## src/core/sas_pkg.sv

```systemverilog
package sas_pkg;

  // ----------------------------------------------------------------------
  // Strap levels (one strap pin decoded by the pad into two bits)
  // ----------------------------------------------------------------------
  localparam logic [1:0] SAS_STRAP_LOW  = 2'h0;
  localparam logic [1:0] SAS_STRAP_HIGH = 2'h1;
  localparam logic [1:0] SAS_STRAP_OPEN = 2'h2;

  // ----------------------------------------------------------------------
  // Slave addresses, indexed by high strap then low strap
  // ----------------------------------------------------------------------
  localparam logic [6:0] SAS_ADDR_LL = 7'h3a;
  localparam logic [6:0] SAS_ADDR_LH = 7'h39;
  localparam logic [6:0] SAS_ADDR_LO = 7'h38;
  localparam logic [6:0] SAS_ADDR_HL = 7'h36;
  localparam logic [6:0] SAS_ADDR_HH = 7'h35;
  localparam logic [6:0] SAS_ADDR_HO = 7'h34;
  localparam logic [6:0] SAS_ADDR_OL = 7'h32;
  localparam logic [6:0] SAS_ADDR_OH = 7'h31;
  localparam logic [6:0] SAS_ADDR_OO = 7'h30;

  // ----------------------------------------------------------------------
  // Word framing
  // ----------------------------------------------------------------------
  localparam logic [3:0] SAS_BITS_PER_WORD = 4'h8;
  localparam logic [3:0] SAS_BIT_CNT_RST   = 4'h0;
  localparam logic [7:0] SAS_BYTE_RST      = 8'h00;
  localparam logic [3:0] SAS_STRAP_RST     = 4'ha;

  // ----------------------------------------------------------------------
  // Protocol states, Gray coded along address, ack, receive data
  // ----------------------------------------------------------------------
  typedef enum logic [2:0] {
    SAS_IDLE   = 3'h0,
    SAS_ADDR   = 3'h1,
    SAS_ACK    = 3'h3,
    SAS_RX     = 3'h2,
    SAS_TX     = 3'h6,
    SAS_TX_ACK = 3'h7,
    SAS_IGNORE = 3'h5
  } sas_state_e;

  // ----------------------------------------------------------------------
  // Line conditioner state
  // ----------------------------------------------------------------------
  typedef struct packed {
    logic scl_m;
    logic scl_s;
    logic scl_d;
    logic sda_m;
    logic sda_s;
    logic sda_d;
  } sas_line_s;

  localparam sas_line_s SAS_LINE_RST = '{1'b1, 1'b1, 1'b1, 1'b1, 1'b1, 1'b1};

endpackage : sas_pkg

```

## src/core/sas_line_cond.sv

```systemverilog
`timescale 1ns/1ps
`default_nettype none

module sas_line_cond
  import sas_pkg::*;
(
  // Clock and reset
  input  wire logic ref_clk,
  input  wire logic rst_n,
  // Bus pins
  input  wire logic scl_in,
  input  wire logic sda_in,
  // Conditioned lines and events
  output logic      sda_level,
  output logic      scl_rise,
  output logic      scl_fall,
  output logic      start_det,
  output logic      stop_det
);

  sas_line_s q;
  sas_line_s next_q;

  // ----------------------------------------------------------------------
  // Two-stage synchronisers plus one delay stage for edge finding
  // ----------------------------------------------------------------------
  always_comb begin
    next_q       = q;
    next_q.scl_m = scl_in;
    next_q.scl_s = q.scl_m;
    next_q.scl_d = q.scl_s;
    next_q.sda_m = sda_in;
    next_q.sda_s = q.sda_m;
    next_q.sda_d = q.sda_s;
  end

  // Register the line state; idle-high reset avoids a false START
  always_ff @(posedge ref_clk) begin
    if (!rst_n) begin
      q <= SAS_LINE_RST;
    end else begin
      q <= next_q;
    end
  end

  // Edge and condition decode from synchronised stages only
  assign sda_level = q.sda_s;
  assign scl_rise  = q.scl_s & ~q.scl_d;
  assign scl_fall  = ~q.scl_s & q.scl_d;
  // SDA moving while SCL stays high is a START or STOP
  assign start_det = q.scl_s & q.scl_d & q.sda_d & ~q.sda_s;
  assign stop_det  = q.scl_s & q.scl_d & ~q.sda_d & q.sda_s;

endmodule : sas_line_cond

`default_nettype wire

```

## src/core/sas_i2c_slave.sv

```systemverilog
`timescale 1ns/1ps
`default_nettype none

module sas_i2c_slave
  import sas_pkg::*;
(
  // Clock and reset
  input  wire logic       ref_clk,
  input  wire logic       rst_n,
  // Serial bus pins
  input  wire logic       scl_in,
  input  wire logic       sda_in,
  output logic            sda_out,
  output logic            sda_oe,
  // Address straps
  input  wire logic [1:0] addr_strap_hi,
  input  wire logic [1:0] addr_strap_lo,
  // Transmit side
  input  wire logic [7:0] tx_data,
  output logic            tx_taken,
  // Receive side
  output logic [7:0]      rx_data,
  output logic            rx_valid,
  output logic            rx_first,
  // Bus status
  output logic            bus_busy,
  output logic            addressed,
  output logic            read_dir,
  output logic            repeated_start_cond,
  output logic            stop_seen,
  output logic            stop_illegal
);

  // ----------------------------------------------------------------------
  // State record
  // ----------------------------------------------------------------------
  typedef struct packed {
    sas_state_e st;
    logic [3:0] bitn;
    logic [7:0] sh;
    logic [3:0] strap_m;
    logic [3:0] strap_s;
    logic [6:0] addr;
    logic       rd;
    logic       first;
    logic       start_hi;
    logic       mack_n;
    logic       sda_out;
    logic       sda_oe;
    logic [7:0] rx_data;
    logic       rx_valid;
    logic       rx_first;
    logic       tx_taken;
    logic       busy;
    logic       addressed;
    logic       rep_start;
    logic       stop_seen;
    logic       stop_bad;
  } sas_slave_s;

  localparam sas_slave_s SLAVE_RST = '{
    st:        SAS_IDLE,
    bitn:      SAS_BIT_CNT_RST,
    sh:        SAS_BYTE_RST,
    strap_m:   SAS_STRAP_RST,
    strap_s:   SAS_STRAP_RST,
    addr:      SAS_ADDR_OO,
    rx_data:   SAS_BYTE_RST,
    default:   1'b0
  };

  sas_slave_s q;
  sas_slave_s next_q;

  logic sda_level;
  logic scl_rise;
  logic scl_fall;
  logic start_det;
  logic stop_det;

  // ----------------------------------------------------------------------
  // Strap decode
  // ----------------------------------------------------------------------
  function automatic logic [6:0] strap_addr(input logic [1:0] hi,
                                            input logic [1:0] lo);
    logic [6:0] a;
    a = SAS_ADDR_OO;
    if (hi == SAS_STRAP_LOW) begin
      if (lo == SAS_STRAP_LOW) begin
        a = SAS_ADDR_LL;
      end else if (lo == SAS_STRAP_HIGH) begin
        a = SAS_ADDR_LH;
      end else begin
        a = SAS_ADDR_LO;
      end
    end else if (hi == SAS_STRAP_HIGH) begin
      if (lo == SAS_STRAP_LOW) begin
        a = SAS_ADDR_HL;
      end else if (lo == SAS_STRAP_HIGH) begin
        a = SAS_ADDR_HH;
      end else begin
        a = SAS_ADDR_HO;
      end
    end else begin
      if (lo == SAS_STRAP_LOW) begin
        a = SAS_ADDR_OL;
      end else if (lo == SAS_STRAP_HIGH) begin
        a = SAS_ADDR_OH;
      end else begin
        a = SAS_ADDR_OO;
      end
    end
    return a;
  endfunction : strap_addr

  // ----------------------------------------------------------------------
  // Line conditioning
  // ----------------------------------------------------------------------
  sas_line_cond u_line (
    .ref_clk   (ref_clk),
    .rst_n     (rst_n),
    .scl_in    (scl_in),
    .sda_in    (sda_in),
    .sda_level (sda_level),
    .scl_rise  (scl_rise),
    .scl_fall  (scl_fall),
    .start_det (start_det),
    .stop_det  (stop_det)
  );

  // ----------------------------------------------------------------------
  // Protocol engine
  // ----------------------------------------------------------------------
  always_comb begin
    next_q           = q;
    // One-cycle strobes
    next_q.rx_valid  = 1'b0;
    next_q.tx_taken  = 1'b0;
    next_q.rep_start = 1'b0;
    next_q.stop_seen = 1'b0;
    next_q.stop_bad  = 1'b0;
    // Data pin only ever sinks; its output value stays low
    next_q.sda_out   = 1'b0;
    // Straps pass two flip-flops before decode
    next_q.strap_m   = {addr_strap_hi, addr_strap_lo};
    next_q.strap_s   = q.strap_m;
    // Address follows the straps only between transfers
    if (q.st == SAS_IDLE) begin
      next_q.addr = strap_addr(q.strap_s[3:2], q.strap_s[1:0]);
    end
    // A clock pulse since the START makes a later STOP legal
    if (scl_fall) begin
      next_q.start_hi = 1'b0;
    end

    if (stop_det && q.start_hi) begin
      // STOP in the same high pulse as START is not honoured
      next_q.stop_bad = 1'b1;
    end else if (stop_det) begin
      // STOP frees the bus from any state and releases the data pin
      next_q.st        = SAS_IDLE;
      next_q.busy      = 1'b0;
      next_q.addressed = 1'b0;
      next_q.sda_oe    = 1'b0;
      next_q.stop_seen = q.busy;
    end else if (start_det) begin
      // START or repeated START opens a new address phase
      next_q.rep_start = q.busy;
      next_q.busy      = 1'b1;
      next_q.addressed = 1'b0;
      next_q.st        = SAS_ADDR;
      next_q.bitn      = SAS_BIT_CNT_RST;
      next_q.sda_oe    = 1'b0;
      next_q.start_hi  = 1'b1;
      next_q.first     = 1'b1;
    end else begin
      case (q.st)
        SAS_ADDR: begin
          // Shift address and direction in on rising clock
          if (scl_rise) begin
            next_q.sh   = {q.sh[6:0], sda_level};
            next_q.bitn = q.bitn + 4'h1;
          end else if (scl_fall && q.bitn == SAS_BITS_PER_WORD) begin
            next_q.bitn = SAS_BIT_CNT_RST;
            if (q.sh[7:1] == q.addr) begin
              // Match: pull low for the acknowledge pulse
              next_q.rd        = q.sh[0];
              next_q.addressed = 1'b1;
              next_q.sda_oe    = 1'b1;
              next_q.st        = SAS_ACK;
            end else begin
              // Another slave: stay off the bus until STOP or START
              next_q.st = SAS_IGNORE;
            end
          end
        end

        SAS_ACK: begin
          // End of acknowledge pulse: release or start sending
          if (scl_fall) begin
            next_q.bitn = SAS_BIT_CNT_RST;
            if (q.rd) begin
              next_q.sh       = tx_data;
              next_q.tx_taken = 1'b1;
              next_q.sda_oe   = ~tx_data[7];
              next_q.st       = SAS_TX;
            end else begin
              next_q.sda_oe = 1'b0;
              next_q.st     = SAS_RX;
            end
          end
        end

        SAS_RX: begin
          // Command or data byte from the master
          if (scl_rise) begin
            next_q.sh   = {q.sh[6:0], sda_level};
            next_q.bitn = q.bitn + 4'h1;
          end else if (scl_fall && q.bitn == SAS_BITS_PER_WORD) begin
            next_q.bitn     = SAS_BIT_CNT_RST;
            next_q.rx_data  = q.sh;
            next_q.rx_valid = 1'b1;
            next_q.rx_first = q.first;
            next_q.first    = 1'b0;
            next_q.sda_oe   = 1'b1;
            next_q.st       = SAS_ACK;
          end
        end

        SAS_TX: begin
          // Byte out MSB first, next bit placed after each falling clock
          if (scl_rise) begin
            next_q.bitn = q.bitn + 4'h1;
          end else if (scl_fall) begin
            if (q.bitn == SAS_BITS_PER_WORD) begin
              // Release so the master can acknowledge
              next_q.bitn   = SAS_BIT_CNT_RST;
              next_q.sda_oe = 1'b0;
              next_q.st     = SAS_TX_ACK;
            end else begin
              next_q.sda_oe = ~q.sh[6];
              next_q.sh     = {q.sh[6:0], 1'b0};
            end
          end
        end

        SAS_TX_ACK: begin
          // Master acknowledge asks for another byte, no-ack ends it
          if (scl_rise) begin
            next_q.mack_n = sda_level;
          end else if (scl_fall) begin
            next_q.bitn = SAS_BIT_CNT_RST;
            if (q.mack_n) begin
              next_q.st = SAS_IGNORE;
            end else begin
              next_q.sh       = tx_data;
              next_q.tx_taken = 1'b1;
              next_q.sda_oe   = ~tx_data[7];
              next_q.st       = SAS_TX;
            end
          end
        end

        SAS_IGNORE: begin
          // Bus stays busy, pin released, wait for STOP or START
          next_q.sda_oe = 1'b0;
        end

        default: begin
          next_q.sda_oe = 1'b0;
        end
      endcase
    end
  end

  // State register
  always_ff @(posedge ref_clk) begin
    if (!rst_n) begin
      q <= SLAVE_RST;
    end else begin
      q <= next_q;
    end
  end

  // ----------------------------------------------------------------------
  // Outputs, all straight from the state record
  // ----------------------------------------------------------------------
  assign sda_out             = q.sda_out;
  assign sda_oe              = q.sda_oe;
  assign tx_taken            = q.tx_taken;
  assign rx_data             = q.rx_data;
  assign rx_valid            = q.rx_valid;
  assign rx_first            = q.rx_first;
  assign bus_busy            = q.busy;
  assign addressed           = q.addressed;
  assign read_dir            = q.rd;
  assign repeated_start_cond = q.rep_start;
  assign stop_seen           = q.stop_seen;
  assign stop_illegal        = q.stop_bad;

endmodule : sas_i2c_slave

`default_nettype wire

```

## config.mk

```make
export PLATFORM = sky130hd
export DESIGN_NAME = sas_i2c_slave
export DESIGN_NICKNAME = d
export VERILOG_FILES = /design/src/core/sas_pkg.sv /design/src/core/sas_line_cond.sv /design/src/core/sas_i2c_slave.sv
export SDC_FILE = /design/constraint.sdc
export NUM_CORES = 1
export LEC_CHECK = 0
export BUFFER_PORTS_ARGS = -buffer_cell sky130_fd_sc_hd__clkbuf_2
export CORE_MARGIN = 2
export CORE_UTILIZATION = 50
export DETAILED_ROUTE_END_ITERATION = 16
export PLACE_DENSITY = 0.77
export REMOVE_ABC_BUFFERS = 1
export SLEW_MARGIN = 10
export SYNTH_ARGS = -nofsm -noshare
export SYNTH_HDL_FRONTEND = slang
export SYNTH_SLANG_ARGS = --single-unit
```

## constraint.sdc

```tcl
create_clock -name ref_clk -period 2.4 [get_ports ref_clk]
set_input_delay 0.36 -clock ref_clk [delete_from_list [all_inputs] [get_ports ref_clk]]
set_output_delay 0.36 -clock ref_clk [all_outputs]
set_load 0.1 [all_outputs]
```

==> results of run 1 <==
per-stage QoR:
stage / instances / instance area (um2) / util (%)
after floorplan: 291 / 2570 / -
after global placement: 405 / 2920 / 56.0
after global routing: 413 / 3010 / 57.9
after CTS: 413 / 3010 / 57.9
after detailed placement: 405 / 2920 / 56.0
final: 413 / 3010 / 57.9
power breakdown:
group	internal, W	switching, W	leakage, nW
Clock	0.000218	0.000311	0.0506
Combinational	0.000129	0.000192	0.761
Sequential	0.000919	0.0000336	0.439
layout make-up:
cell class,count,area (um2),area share [%]
repair buffers,44,260,8.63
well taps,70,87.6,2.91
inverters,10,37.5,1.25
clock inverters,3,28.8,0.955
multi-input cells,227,1450,48.1
clock buffers,5,68.8,2.28
flip-flops and latches,54,1080,35.9
worst min-delay path by stage:
stage,slack (ns),end,depth (start not counted)
2_1_floorplan,0.39,q[30]$_SDFF_PN1_,1
5_1_grt,0.20,next_q[32]$_SDFF_PN1_,2
4_1_cts,0.20,next_q[32]$_SDFF_PN1_,2
3_3_place_gp,0.39,u_line.sda_level$_SDFF_PN1_,1
3_5_place_dp,0.39,u_line.sda_level$_SDFF_PN1_,1
6_report,0.21,next_q[32]$_SDFF_PN1_,2
logic make-up (layout without fill, tap and decap cells):
| kind of cell | count (synthesis) | after routing |
|---|---|---|
| fa+ha+maj | 5 | 5 |
| compound gates | 77 | 77 |
| buf+inv | 38 | 62 |
| simple gates | 125 | 125 |
| mux | 13 | 13 |
| xor+xnor | 6 | 6 |
| flops | 54 | 54 |
| other cells | 1 | 1 |
cell usage in the layout, fill, tap and decap left out, types with 10 or more instances in the layout:
cell and instances:
buf_4 10, dfxtp_1 54, nor2_1 24, inv_1 10, nand2_1 31, mux2i_1 12
nand2b_1 15, a21oi_1 24, clkbuf_2 33
worst max-delay path, stage by stage (launching register included):
cell and delay (ns):
dfxtp_1 0.37, inv_1 0.05, ha_1 0.27, nand2b_1 0.19, nor2_1 0.27, nand4_1 0.39, buf_12 0.27, mux2i_1 0.14
nor2_1 0.06
routing by layer:
layer / routed length [um] / GRT usage, %
met1: 2810 / 28.9
met2: 2650 / 29.8
met3: 368 / 4.53
met4: 93 / 6.84
met5: 0 / 0
sequential cells by signal (all words and copies together) (netlist names):
register and cells:
stop_illegal 1, u_line.sda_level 1, u_line.q 2, rx_valid 1, rx_first 1, q 26, tx_taken 1, bus_busy 1
next_q 4, sda_oe 1, stop_seen 1, repeated_start_cond 1, read_dir 1, addressed 1, u_line.next_q 3, rx_data 8
==> out/metrics.yaml, run 1 <==
ant_nets: 0
finalClockSkew_ns: 0.00894
rsz0062_at_grt: "false"
nFillCells: 475
place_congestion: 0.913
synth_top_area_share_pct: 39.6
synth_top_cell_by_area: "dfxtp_1"
syn_inst: 319
via_count: 2342
io_buffers: 33
antenna_found_initial: 0
critPathArrivalTime_ns: 2.33
synth-xor-area-share_pct: 1.92
syn_area_um2: 2730
die_h_um: 77.9
cts_buffers: 5
nets: 363
tightest_slew_ns: 0.550
worstSetupPathType: "register to register"
die_width_um: 77.9
synth_warnings: 0
synth_top_family_by_area: "simple AND/OR/NAND/NOR gates"
max_freq_mhz: 471
status: "complete, no violations"
p_per_area_nw_per_um2: 598
hold_viol: 0
period_share_pct: 88.5
critPathMaxFanout: 8
max_cap_violations: 0
postRouteWirelength_um: 5930
r2r-start: "u_line.q[3]$_SDFF_PN1_"
clockBufferDepth: 2
ios: 35
min_period_ns: 2.12
required_ns: 2.61
ff2ff_path_depth: 8
worstSkewPairLatency_ns: 0.32
yosys.area_share.adder_pct: 2.29
synthSimpleGateAreaFrac_pct: 23.9
cts_tree: "built"
yosysSeqAreaShare_pct: 39.6
cts_sinks: 54
diodes: 0
root_buffer: "clkbuf_8"
synth.most_common_cell: "dfxtp_1"
core_um2: 5200
drt_iter0_drc: 275
globalRoute.totalOverflow: 0
cts-hold-fix-buffers: 0
drc: 0
synth_area_per_cell_um2: 8.57
grt_pass1_wl_um: 9840
synth_mux_area_share_pct: 4.81
clkTransAtPathRegs_ns: 0.10
synth_edf_count: 0
dieArea_um2: 6070
ir_drop_v: 0.000345
synth_compound_area_share_pct: 20.1
first_pass_iters: 5
area_growth_pct: 10.3
hold_path_class: "primary input to register"
crit_path_end: "rx_data[0]$_SDFFE_PN0P_"
hp-start: "addr_strap_hi[1]"
cts_setup_buffers: 0
ys.flop_type: "dfxtp_1"
r2r_slack_ns: 0.28
r2r-end: "rx_data[0]$_SDFFE_PN0P_"
wl_per_cell_um: 14.4
yosysUniqueCellTypes: 55
finalPower_w: 0.00180
setup.worst_path.start: "u_line.q[3]$_SDFF_PN1_"
yosys_register_bits: 54
final-setup-viol-count: 0
post_cts_resized: 0
start_util_pct: 52.5
cp-end-kind: "register"
synth.area.top_cells: "dfxtp_1 40%, a21oi_1 4.4%, mux2i_1 4.4%, nand2_1 4.3%, nand2b_1 3.4%"
drv_slew: 0
holdWs_ns: 0.214
htree_num_levels: 2
drive_gt1_share_pct: 19.0
rows: 26
p_leak_nw: 1.25
grt_max_degree: 26
synth_common_cells: "54 x dfxtp_1, 31 x nand2_1, 24 x a21oi_1, 24 x nor2_1, 15 x nand2b_1"
grt_usage_pct: 20.1
synthArstFlopShare_pct: 0
slew_headroom_pct: 63.5
vias_per_cell: 5.67
fin_ws_ns: 0.277
start_kind: "register"
place_ws_ns: 0.302
final.setup.tns_ns: 0
dp_hpwl_um: 4390
first_global_vias: 2020
(Power assumes the default switching activity.)
==> run 2, diff against run 1 <==
RECOVER_POWER = 100   (was default)
==> out/metrics.yaml, run 2 (same netlist as run 1, synthesis figures left out) <==
tightest_slew_ns: 1.19  # was 0.550 ns
p_leak_nw: 1.17  # was 1.25 nW
fin_ws_ns: 0.259  # was 0.277 ns
drc: 0  # unchanged
rows: 26  # unchanged
grt_usage_pct: 20.1  # unchanged
max_freq_mhz: 467  # was 471 MHz
clockBufferDepth: 2  # unchanged
final_cell_mix: "54 x dfxtp_1, 31 x nand2_1, 24 x nor2_1, 24 x a21oi_1, 23 x clkbuf_1"  # was 54 x dfxtp_1, 33 x clkbuf_2, 31 x nand2_1
clockPowerShare_pct: 29.5  # was 29.4%
via_count: 2313  # was 2,342
status: "complete, no violations"  # unchanged
vias_per_cell: 5.60  # was 5.67
largest_register_ffs: 26  # unchanged
min_period_ns: 2.14  # was 2.12 ns
largest-register: "q"  # unchanged
p_per_area_nw_per_um2: 605  # was 598 nW/um2
drt_iter0_drc: 263  # was 275
cts_setup_buffers: 0  # unchanged
cts_tree: "built"  # unchanged
drv_slew: 0  # unchanged
nFillCells: 496  # was 475
clkTransAtPathRegs_ns: 0.10  # about the same
cts-hold-fix-buffers: 0  # unchanged
required_ns: 2.61  # about the same
io_buffers: 33  # unchanged
holdWs_ns: 0.213  # was 0.214 ns
r2r_slack_ns: 0.26  # was 0.28 ns
core_um2: 5200  # unchanged
start_kind: "register"  # unchanged
diodes: 0  # unchanged
post_cts_resized: 0  # unchanged
met1_length_um: 2840  # was 2810 um
switching_share_pct: 30.0  # was 29.8%
antenna_found_initial: 0  # unchanged
place_congestion: 0.913  # unchanged
place_ws_ns: 0.302  # unchanged
hold_viol: 0  # unchanged
wl_per_cell_um: 14.5  # was 14.4 um
die_h_um: 77.9  # unchanged
period_share_pct: 89.2  # was 88.5%
hold_path_class: "primary input to register"  # unchanged
fin_area_um2: 2980  # was 3010 um2
grt_max_degree: 26  # unchanged
slew_headroom_pct: 21.3  # was 63.5%
comb_power_share_pct: 17.5  # was 17.8%
worstSetupPathType: "register to register"  # unchanged
finalPower_w: 0.00180  # about the same
first_pass_iters: 5  # unchanged
dp_hpwl_um: 4390  # unchanged
globalRoute.totalOverflow: 0  # unchanged
grt_pass1_wl_um: 9840  # unchanged
ios: 35  # unchanged
finalClockSkew_ns: 0.00949  # was 0.00894 ns
rsz0062_at_grt: "false"  # unchanged
root_buffer: "clkbuf_8"  # unchanged
htree_num_levels: 2  # unchanged
critPathMaxFanout: 8  # unchanged
die_width_um: 77.9  # unchanged
final-setup-viol-count: 0  # unchanged
cts_buffers: 5  # unchanged
met2WireLength_um: 2670  # was 2650 um
ant_nets: 0  # unchanged
final.setup.tns_ns: 0  # unchanged
postRouteWirelength_um: 5970  # was 5930 um
final_common_cell: "dfxtp_1"  # unchanged
first_global_vias: 2020  # unchanged
cp-end-kind: "register"  # unchanged
start_util_pct: 52.5  # unchanged
met3_length_um: 367  # was 368 um
nets: 363  # unchanged
place_area_um2: 2920  # unchanged
critPathArrivalTime_ns: 2.35  # was 2.33 ns
drive_gt1_share_pct: 12.2  # was 19.0%
max_cap_violations: 0  # unchanged
dieArea_um2: 6070  # unchanged
worstSkewPairLatency_ns: 0.32  # about the same
ir_drop_v: 0.000347  # was 0.000345 V
cts_sinks: 54  # unchanged
internal_power_w: 0.00126  # was 0.00127 W
p_sw_w: 0.000541  # was 0.000537 W
seq_power_share_pct: 52.9  # was 52.8%
top_layer: "met4"  # unchanged
area_growth_pct: 8.88  # was 10.3%
-- run 2: cell type report --
class,instances,area (um2),area share [%]
multi-input cells,227,1450,48.7
inverters,10,37.5,1.26
clock inverters,3,28.8,0.967
repair buffers,44,221,7.44
clock buffers,5,68.8,2.31
flip-flops and latches,54,1080,36.3
well taps,70,87.6,2.94
-- run 2: per-stage QoR --
step                      utilization [%]  std cells
after floorplan                         -        291
after CTS                            57.9        413
after global placement               56.0        405
after detailed placement             56.0        405
after global routing                 57.2        413
final                                57.2        413
-- run 2: per-layer routing --
metal,track usage [%],vias to the layer above
met5,0,-
met1,28.9,1047
li1,-,1165
met2,29.8,92
met4,6.84,0
met3,4.53,9
-- run 2: path summary, 6_finish.rpt --
check	from	end	cells past startpoint
worst min-delay path	addr_strap_hi[1]	next_q[32]$_SDFF_PN1_	2
worst min register to register	u_line.next_q[1]$_SDFF_PN1_	u_line.sda_level$_SDFF_PN1_	1
worst max-delay path	u_line.q[3]$_SDFF_PN1_	rx_data[0]$_SDFFE_PN0P_	8
worst max register to register	u_line.q[3]$_SDFF_PN1_	rx_data[0]$_SDFFE_PN0P_	8
-- run 2: critical path, stage by stage (launching register included) --
cell	delay, ns
dfxtp_1	0.37
inv_1	0.05
ha_1	0.28
nand2b_1	0.20
nor2_1	0.27
nand4_1	0.39
buf_12	0.27
mux2i_1	0.14
nor2_1	0.06
-- run 2: power groups by stage --
stage | Sequential [W] | Combinational (W) | Clock (W)
final | 0.000953 | 0.000315 | 0.000532
after global routing | 0.000957 | 0.000346 | 0.000597
after CTS | 0.000953 | 0.000319 | 0.000552
after detailed placement | 0.000974 | 0.000317 | 0
after global placement | 0.000971 | 0.000314 | 0
after floorplan | 0.000988 | 0.000201 | 0
